$ cat src/core/fle_pkg.sv
/*
 Constants for the flash LED enable and fault readback register block.
 Assumes an I2C slave front end elsewhere delivers decoded register strobes.
*/
// Function
// - capture each channel's flash current code into read-only bits [5:0] on dc limit fault.
// - captured code reads 12.5 mA per LSB, 0 to 787.5 mA.
// - enable bit 1 switches second LED output; reset clears it.
// - enable bit 0 switches first LED output; reset clears it.
// - second channel set ignored while first channel already enabled.
// - first channel set ignored while second channel already enabled.
// - fault capture happens only when dc current limit function is enabled.
package fle_pkg;
	localparam logic [7:0] FLE_ADDR_CAP_A = 8'h0D;
	localparam logic [7:0] FLE_ADDR_CAP_B = 8'h0E;
	localparam logic [7:0] FLE_ADDR_ENABLE = 8'h0F;
	localparam int FLE_CODE_W = 6;
	localparam int FLE_EN_A_BIT = 0;
	localparam int FLE_EN_B_BIT = 1;
	localparam logic [5:0] FLE_CODE_RST = 6'h00;
	localparam logic [1:0] FLE_EN_RST = 2'h0;
	localparam logic [7:0] FLE_RD_RST = 8'h00;
	// readback weight in microamps per code step
	localparam int FLE_UA_PER_LSB = 12500;
endpackage

$ cat src/core/fle_capture.sv
/*
 One fault current capture register.
 Assumes the fault input is already synchronised to sys_clk.
*/
`timescale 1ns/1ps
module fle_capture #(
	parameter int CODE_W = fle_pkg::FLE_CODE_W
) (
	// clock and reset
	input wire logic sys_clk,
	input wire logic nrst,
	// capture source
	input wire logic capture,
	input wire logic [CODE_W-1:0] code,
	// stored code
	output logic [CODE_W-1:0] held_q
);
	import fle_pkg::*;
	always_ff @(posedge sys_clk or negedge nrst) begin
		if (!nrst) begin
			held_q <= CODE_W'(FLE_CODE_RST);
		end else if (capture) begin
			held_q <= code;
		end
	end
endmodule

$ cat src/core/fle_regs.sv
/*
 Enable register with interlock and two fault current readback registers.
 Map: two read-only capture words and one read/write enable word; any
 other address reads as zero and swallows writes.
 Assumes a register-level write/read strobe from the I2C slave on sys_clk,
 one single-cycle strobe per transfer, address and data valid with it.
 Assumes an asynchronous dc limit fault level, synchronised here, and a
 limit enable level and present flash codes that already live on sys_clk.
*/
`timescale 1ns/1ps
module fle_regs (
	// clock and reset
	input wire logic sys_clk,
	input wire logic nrst,
	// register port from the serial front end
	input wire logic wr_stb,
	input wire logic rd_stb,
	input wire logic [7:0] reg_addr,
	input wire logic [7:0] wr_data,
	output logic [7:0] rd_data_q,
	// analog side
	input wire logic dc_limit_fault,
	input wire logic dc_limit_enable,
	input wire logic [fle_pkg::FLE_CODE_W-1:0] chan_a_flash_code,
	input wire logic [fle_pkg::FLE_CODE_W-1:0] chan_b_flash_code,
	// outputs
	output logic chan_a_output_on,
	output logic chan_b_output_on,
	output logic dc_limit_reached_flag
);
	import fle_pkg::*;

	// fault synchroniser stages and edge memory
	logic sync1_q;
	logic sync2_q;
	logic prev_q;

	// fault status and capture strobe
	logic fault_level;
	logic fault_edge;
	logic fault_rise;

	// codes held by the two readback registers
	logic [FLE_CODE_W-1:0] chan_a_fault_current_code;
	logic [FLE_CODE_W-1:0] chan_b_fault_current_code;

	// address decode
	logic hit_cap_a;
	logic hit_cap_b;
	logic hit_enable;

	// enable write decode and interlock
	logic en_wr;
	logic req_a;
	logic req_b;
	logic late_a;
	logic late_b;
	logic write_dropped;
	logic en_take;

	// enable register, one flop per channel, and next values
	logic en_a_q;
	logic en_b_q;
	logic en_a_d;
	logic en_b_d;

	// readback words and the selected one
	logic [7:0] word_cap_a;
	logic [7:0] word_cap_b;
	logic [7:0] word_enable;
	logic [7:0] rd_mux;

	// fault level from the analog domain; first stage feeds only the second
	always_ff @(posedge sys_clk or negedge nrst) begin
		if (!nrst) begin
			sync1_q <= 1'b0;
		end else begin
			sync1_q <= dc_limit_fault;
		end
	end

	always_ff @(posedge sys_clk or negedge nrst) begin
		if (!nrst) begin
			sync2_q <= 1'b0;
		end else begin
			sync2_q <= sync1_q;
		end
	end

	// last synchronised level, to find the rising edge
	always_ff @(posedge sys_clk or negedge nrst) begin
		if (!nrst) begin
			prev_q <= 1'b0;
		end else begin
			prev_q <= sync2_q;
		end
	end

	// the status only exists while the limit function is switched on
	assign fault_level = sync2_q && dc_limit_enable;
	assign fault_edge = sync2_q && !prev_q;
	// a fault that stays high does not recapture later code changes
	assign fault_rise = fault_edge && dc_limit_enable;

	fle_capture #(
		.CODE_W(FLE_CODE_W)
	) u_cap_a (
		.sys_clk(sys_clk),
		.nrst(nrst),
		.capture(fault_rise),
		.code(chan_a_flash_code),
		.held_q(chan_a_fault_current_code)
	);

	fle_capture #(
		.CODE_W(FLE_CODE_W)
	) u_cap_b (
		.sys_clk(sys_clk),
		.nrst(nrst),
		.capture(fault_rise),
		.code(chan_b_flash_code),
		.held_q(chan_b_fault_current_code)
	);

	assign hit_cap_a = (reg_addr == FLE_ADDR_CAP_A);
	assign hit_cap_b = (reg_addr == FLE_ADDR_CAP_B);
	assign hit_enable = (reg_addr == FLE_ADDR_ENABLE);

	assign en_wr = wr_stb && hit_enable;
	assign req_a = wr_data[FLE_EN_A_BIT];
	assign req_b = wr_data[FLE_EN_B_BIT];

	// a channel being switched on while the other one already runs
	assign late_a = req_a && !en_a_q && en_b_q;
	assign late_b = req_b && !en_b_q && en_a_q;
	// both-on from all-off passes, as neither channel is on yet
	assign write_dropped = late_a || late_b;
	// an ignored write keeps the whole register, clears included
	assign en_take = en_wr && !write_dropped;

	always_comb begin
		en_a_d = en_a_q;
		if (en_take) begin
			en_a_d = req_a;
		end
	end

	always_comb begin
		en_b_d = en_b_q;
		if (en_take) begin
			en_b_d = req_b;
		end
	end

	// reset leaves both channels dark
	always_ff @(posedge sys_clk or negedge nrst) begin
		if (!nrst) begin
			en_a_q <= FLE_EN_RST[FLE_EN_A_BIT];
		end else begin
			en_a_q <= en_a_d;
		end
	end

	always_ff @(posedge sys_clk or negedge nrst) begin
		if (!nrst) begin
			en_b_q <= FLE_EN_RST[FLE_EN_B_BIT];
		end else begin
			en_b_q <= en_b_d;
		end
	end

	// outputs come straight from flops loaded at the same edge as the register
	always_ff @(posedge sys_clk or negedge nrst) begin
		if (!nrst) begin
			chan_a_output_on <= FLE_EN_RST[FLE_EN_A_BIT];
		end else begin
			chan_a_output_on <= en_a_d;
		end
	end

	always_ff @(posedge sys_clk or negedge nrst) begin
		if (!nrst) begin
			chan_b_output_on <= FLE_EN_RST[FLE_EN_B_BIT];
		end else begin
			chan_b_output_on <= en_b_d;
		end
	end

	// status follows the level, so it drops as soon as the limit is switched off
	always_ff @(posedge sys_clk or negedge nrst) begin
		if (!nrst) begin
			dc_limit_reached_flag <= 1'b0;
		end else begin
			dc_limit_reached_flag <= fault_level;
		end
	end

	// readback words; reserved bits are tied low and writes never reach them
	assign word_cap_a = {2'h0, chan_a_fault_current_code};
	assign word_cap_b = {2'h0, chan_b_fault_current_code};
	assign word_enable = {6'h00, en_b_q, en_a_q};

	// unmapped addresses read as zero
	always_comb begin
		rd_mux = 8'h00;
		if (hit_cap_a) begin
			rd_mux = word_cap_a;
		end else if (hit_cap_b) begin
			rd_mux = word_cap_b;
		end else if (hit_enable) begin
			rd_mux = word_enable;
		end
	end

	// read data holds until the next read strobe
	always_ff @(posedge sys_clk or negedge nrst) begin
		if (!nrst) begin
			rd_data_q <= FLE_RD_RST;
		end else if (rd_stb) begin
			rd_data_q <= rd_mux;
		end
	end
endmodule

$ cat config.mk
export PLATFORM = sky130hd
export DESIGN_NAME = fle_regs
export DESIGN_NICKNAME = d
export VERILOG_FILES = /design/src/core/fle_pkg.sv /design/src/core/fle_capture.sv /design/src/core/fle_regs.sv
export SDC_FILE = /design/constraint.sdc
export NUM_CORES = 1
export LEC_CHECK = 0
export ABC_AREA = 1
export BUFFER_PORTS_ARGS = -buffer_cell sky130_fd_sc_hd__buf_4
export CORE_ASPECT_RATIO = 1.75
export CORE_MARGIN = 2
export CORE_UTILIZATION = 45
export CTS_BUF_LIST = sky130_fd_sc_hd__clkbuf_8
export CTS_CLUSTER_SIZE = 30
export DETAILED_ROUTE_END_ITERATION = 12
export MAX_ROUTING_LAYER = met4
export PLACE_DENSITY = 0.82
export SKIP_CTS_REPAIR_TIMING = 1
export SLEW_MARGIN = 20
export SYNTH_ARGS = -nofsm -noshare
export SYNTH_HDL_FRONTEND = slang
export SYNTH_HIERARCHICAL = 1
export SYNTH_SLANG_ARGS = --single-unit
export TNS_END_PERCENT = 1
$ cat constraint.sdc
create_clock -name sys_clk -period 1.3 [get_ports sys_clk]
set_input_delay 0.13 -clock sys_clk [delete_from_list [all_inputs] [get_ports sys_clk]]
set_output_delay 0.13 -clock sys_clk [all_outputs]
set_load 0.01 [all_outputs]
==> impl_metrics.tcl, run 1 <==
set metrics [dict create \
    grt_pass1_vias 1143 \
    critical_path_arrival_ps 1230 \
    reg2reg_slack_ps 230 \
    ys_seq_elements 24 \
    min_to "u_cap_a/held_q[3]$_DFFE_PN0P_" \
    ys.flop_type "dfrtp_1" \
    cp-start-kind "register" \
    period_minus_slack_ps 1070 \
    wl_per_cell_um 11.7 \
    worstHoldStart "chan_a_flash_code[3]" \
    overflow 0 \
    timing.rr.start "chan_a_output_on$_DFFE_PN0P_" \
    min-delay-path-class "in2reg" \
    dp_cells 206 \
    p_leak_nw 0.899 \
    cpMaxStageDelayCell "dfrtp_1" \
    synth.distinct_cells 17 \
    pwr-share-clk_pct 37.5 \
    holdPathStages 3 \
    min_period_over_period_pct 82.2 \
    hpwl_mm 1.90 \
    cts_buffers 3 \
    clk_latency_ps 270 \
    crit_buf_inv 2 \
    htree_num_levels 1 \
    drv_slew 0 \
    fmax_mhz 936 \
    async_flop_share_pct 100 \
    synth.area.top_cells "dfrtp_1 52%, nand2_1 23%, nand3_1 7.4%" \
    path_delay_family "flip-flops" \
    intPower_mw 1.33 \
    cp-end-kind "register" \
    start_util_pct 47.0 \
    yosysMostFrequentCell "nand2_1" \
    skew_ps 4.49 \
    final_cells 212 \
    io_buffers 36 \
    timing_hold_violations_final 0 \
    place_congestion 0.794 \
    dr.pass1.iters 4 \
    synth_top_area_cell "dfrtp_1" \
    clockBufferDepth 2 \
    critPathMaxFanout 4 \
    maxCapViolCount 0 \
    antennaDiodeCount 0 \
    cpMostUsedCell "nand2_1" \
    yosys_warnings 6 \
    r2r_end "en_b_q$_DFFE_PN0P_" \
    combPwrFrac_pct 12.7 \
    swShare_pct 22.5 \
    post-route-drc-count 0 \
    grt_pass1_wl_mm 4.48 \
    drtIter0Drc 32 \
    clkSlewWorstSetupHoldPaths_ps 80 \
    layout.nets 221 \
    slowest_delay_ps 420 \
    dieArea_um2 3010 \
    rsz0062_at_grt "false" \
    die_x_um 42.3 \
    p_per_area_nw_per_um2 1120 \
    drive_above_1_share_pct 29.0 \
    fp.coreArea_um2 2460 \
    power_switching_uw 385 \
    detail_route.vias_per_cell 4.92 \
    dr_total_vias 1044 \
    rows 24 \
    grt_max_degree 25 \
    path_cells "inv_1 -> nor2_1 -> nand2_1 -> nand2_1 -> inv_1 -> nand3_2 -> nand2_1 -> nand2_1" \
    track_usage_pct 19.8 \
    area_delta_synth_final_pct 32.4 \
    syn_area_um2 1160 \
    synth_edf_count 0 \
    seq_area_frac_synth_pct 51.9 \
    antenna_left 0 \
    outcome "complete, no violations" \
    cp_data_required_time_ps 1460 \
    reg2regPathDepth 8 \
    synth_commonest_cells "71 x nand2_1, 24 x dfrtp_1, 17 x nand3_1" \
    ios 45 \
    synth_top_area_share_pct 51.9 \
    synth_cells 145 \
    cts_tree "done" \
    p_seq_share_pct 49.8 \
    routed_wl_mm 2.48 \
    clock_sinks 24 \
    setup_viol 0 \
    synth.avg_cell_area_um2 7.98 \
    vdd_drop_max_uv 804 \
    path_class "reg2reg" \
    antenna_found_initial 0 \
    setup_tns_ps 0 \
    whs_ps 55.1 \
    root_buffer "clkbuf_8" \
    die_h_um 71.1 \
]
worst register-to-register path: cells and delay by family, from the launching register on:
| family | cells | cell delay, ps |
|---|---|---|
| DFF | 1 | 420 |
| and+or+nand+nor | 6 | 350 |
| buffers and inverters | 2 | 190 |
placed cells by master, fill, tap and decap left out:
cell type      netlist  layout
nor2_8               1       1
bufinv_16            0       1
nor2_2               2       2
inv_1               12      12
nor2_1               2       2
buf_4                2      37
and2_4               1       1
nand3_2              1       1
dlygate4sd3_1        0       2
conb_1               1       2
nand3_1             17      17
dfrtp_1             24      24
inv_2                4       4
nand2_2              1       1
nand2_1             71      71
nand2_4              2       2
nor2_4               1       1
clkbuf_8             0       3
nand4_1              2       2
cell type report:
class,instances,area (µm²)
Multi-Input combinational cell,103,470
Inverter,16,60.1
Tap cell,26,32.5
Clock buffer,3,41.3
Fill cell,233,930
Clock inverter,1,30.0
Timing Repair Buffer,39,298
Sequential cell,24,601
how the worst max path moves through the flow:
stage | from | endpoint | slack, ps | depth (start not counted)
6_report | chan_a_output_on$_DFFE_PN0P_ | en_b_q$_DFFE_PN0P_ | 230 | 8
5_1_grt | chan_a_output_on$_DFFE_PN0P_ | en_b_q$_DFFE_PN0P_ | 100 | 8
4_1_cts | chan_a_output_on$_DFFE_PN0P_ | en_b_q$_DFFE_PN0P_ | 220 | 8
3_5_place_dp | reg_addr[6] | en_b_q$_DFFE_PN0P_ | 230 | 8
3_3_place_gp | reg_addr[6] | chan_a_output_on$_DFFE_PN0P_ | 280 | 8
2_1_floorplan | sync2_q$_DFF_PN0_ | u_cap_a/held_q[0]$_DFFE_PN0P_ | 50 | 5
kinds of logic (layout without fill, tap and decap cells):
kind of cell           after synthesis  in the layout  share of synthesized area, %
and+or+nand+nor                    101            101                          40.0
buffers and inverters               19             59                          7.78
DFF                                 24             24                          51.9
other                                1              2                         0.324
flip-flops by register name, indices dropped and copies added (netlist names):
signal                 flops
u_cap_b/held_q             6
prev_q                     1
sync1_q                    1
u_cap_a/held_q             6
sync2_q                    1
rd_data_q                  6
en_b_q                     1
chan_a_output_on           1
dc_limit_reached_flag      1
metrics by stage:
stage / power [mW] / util (%) / setup slack, ps / cell area (µm²)
after detailed placement: 1.09 / 58.5 / 226 / 1440
after global routing: 1.79 / 62.2 / 103 / 1530
after floorplan: 0.968 / - / 51.6 / 1160
after CTS: 1.72 / 61.4 / 217 / 1510
final: 1.72 / 62.2 / 232 / 1530
after global placement: 1.07 / 58.5 / 277 / 1440
power groups by stage:
stage / Clock (mW) / Combinational [mW] / Sequential, mW
CTS: 0.651 / 0.216 / 0.855
global route: 0.682 / 0.250 / 0.863
floorplan: 0 / 0.108 / 0.861
finish: 0.643 / 0.217 / 0.855
global placement: 0 / 0.205 / 0.866
detailed placement: 0 / 0.216 / 0.869
routing by layer:
metal | up-vias | track usage (%) | share of wire [%]
met5 | - | - | 0
met4 | 0 | 11.1 | 2.9
met3 | 7 | 2.81 | 3.7
met2 | 27 | 36.2 | 57
met1 | 487 | 19.2 | 36
li1 | 523 | - | -
Note: power is estimated with default switching activity, not from simulation.
==> run 2: changes to the inputs <==
==> constraint.sdc (replaced) <==
create_clock -name sys_clk -period 0.9 [get_ports sys_clk]
set_input_delay 0.09 -clock sys_clk [delete_from_list [all_inputs] [get_ports sys_clk]]
set_output_delay 0.09 -clock sys_clk [all_outputs]
set_load 0.01 [all_outputs]
==> run 2 against run 1 <==
The run now ends with negative setup slack left. Clock skew shrank 2.9 ps. Die area stayed put. Largest cell class unchanged. Flip-flop and latch count unchanged. Largest power group unchanged. Highest routed layer unchanged. Wire length increased by 5.8%. Via count increased by 3.3%.
==> impl_metrics.tcl, run 2 (same netlist as run 1, synthesis figures left out) <==
set metrics [dict create \
    final_common_cell "nand2_1" \
    intPower_mw 1.93 \
    multi_input_area_um2 480 \
    dp_cells 210 \
    cp-end-kind "output pin" \
    largest_registers "rd_data_q x6, u_cap_a/held_q x6, u_cap_b/held_q x6" \
    vdd_drop_max_uv 1140 \
    htree_num_levels 1 \
    regArea_um2 601 \
    critical_path_arrival_ps 950 \
    path_class "reg2out" \
    timing.rr.start "chan_a_output_on$_DFFE_PN0P_" \
    min_to "u_cap_a/held_q[3]$_DFFE_PN0P_" \
    antenna_found_initial 0 \
    hpwl_mm 2.02 \
    r2r_end "chan_a_output_on$_DFFE_PN0P_" \
    rows 24 \
    grt_pass1_vias 1130 \
    period_minus_slack_ps 1040 \
    dr.pass1.iters 4 \
    maxCapViolCount 0 \
    drive_above_1_share_pct 33.0 \
    cts_buffers 3 \
    die_x_um 42.3 \
    clockBufferDepth 2 \
    min-delay-path-class "in2reg" \
    io_buffers 36 \
    cp_data_required_time_ps 810 \
    cts_tree "done" \
    track_usage_pct 19.9 \
    slowest_delay_ps 400 \
    timing_hold_violations_final 0 \
    p_per_area_nw_per_um2 1570 \
    layout.nets 226 \
    final_cells 217 \
    place_congestion 0.793 \
    mostFrequentLayoutCells "70 x nand2_1, 36 x buf_4, 24 x dfrtp_1" \
    setup_slack_ps -139 \
    dr_total_vias 1078 \
    path_cells "buf_4 -> buf_4" \
    die_h_um 71.1 \
    worstHoldStart "chan_a_flash_code[3]" \
    violations "negative setup slack" \
    pwr-share-clk_pct 37.2 \
    placed_cell_area_um2 1480 \
    reg2reg_slack_ps -90 \
    ios 45 \
    grt_max_degree 25 \
    combPwrFrac_pct 13.6 \
    holdPathStages 3 \
    nFillCells 199 \
    postLayoutCellArea_um2 1600 \
    reg2regPathDepth 8 \
    power_switching_uw 579 \
    cp-startpoint "chan_a_output_on$_DFFE_PN0P_" \
    clk_latency_ps 260 \
    critPathMaxFanout 3 \
    clkSlewWorstSetupHoldPaths_ps 80 \
    swShare_pct 23.0 \
    fp.coreArea_um2 2460 \
    p_seq_share_pct 49.1 \
    cpMaxStageDelayCell "dfrtp_1" \
    clock_sinks 24 \
    fmax_mhz 962 \
    outcome "finished, violations left" \
    cp-start-kind "register" \
    detail_route.vias_per_cell 4.97 \
    overflow 0 \
    wl_per_cell_um 12.1 \
    routed_wl_mm 2.62 \
    post-route-drc-count 0 \
    grt_pass1_wl_mm 4.48 \
    start_util_pct 47.0 \
    rsz0062_at_grt "true" \
    dieArea_um2 3010 \
    skew_ps 1.62 \
    cpMostUsedCell "buf_4" \
    antenna_left 0 \
    p_leak_nw 0.931 \
    min_period_over_period_pct 115 \
    whs_ps 20.1 \
    antennaDiodeCount 0 \
    drtIter0Drc 26 \
    area_delta_synth_final_pct 38.5 \
    drv_slew 0 \
    setup_viol 17 \
    root_buffer "clkbuf_8" \
]
==> run 2: changes by cell type in the layout (fill, tap and decap cells not counted), sizes merged <==
cell	before	now
buf	37	42
==> run 2: per-layer routing <==
layer,global-route usage (%),routed length (µm),vias to the layer above
met4,9.72,77,0
met5,-,0,-
met3,2.30,123,8
met2,38.3,1530,31
met1,18.3,893,508
li1,-,-,531
==> run 2: area by class of cell <==
cell class	instances	area share (%)
multi-input combinational	103	30.0
clock inverter	1	1.87
sequential	24	37.5
timing repair buffer	44	22.3
inverter	16	3.75
clock buffer	3	2.58
tap	26	2.03
==> run 2: how the worst max path moves through the flow <==
stage / end / slack, ps
2_1_floorplan: en_b_q$_DFFE_PN0P_ / -70
3_3_place_gp: chan_a_output_on$_DFFE_PN0P_ / -40
3_5_place_dp: chan_a_output_on$_DFFE_PN0P_ / -100
4_1_cts: chan_a_output_on / -120
5_1_grt: chan_a_output_on / -160
6_report: chan_a_output_on / -140
==> run 2: worst max-delay path, delay by kind of cell, from the launching register on <==
| kind | cells | cell delay (ps) |
|---|---|---|
| buf+inv | 2 | 290 |
| flops | 1 | 400 |
==> run 2: power by group through the flow <==
stage,registers (mW),clock network (mW),logic [mW]
floorplan,1.24,0,0.159
global placement,1.25,0,0.309
detailed placement,1.26,0,0.329
CTS,1.23,0.953,0.332
global route,1.25,0.978,0.387
finish,1.24,0.936,0.342
==> run 2: stage by stage <==
step	setup TNS (ps)	utilization [%]	setup slack [ps]	total power [mW]
after detailed placement	-1020	60.1	-100	1.59
after floorplan	-555	-	-69.0	1.40
after global placement	-258	60.1	-40.5	1.56
after CTS	-1110	63.0	-122	2.52
final	-817	65.1	-139	2.51
after global routing	-1930	65.1	-163	2.61
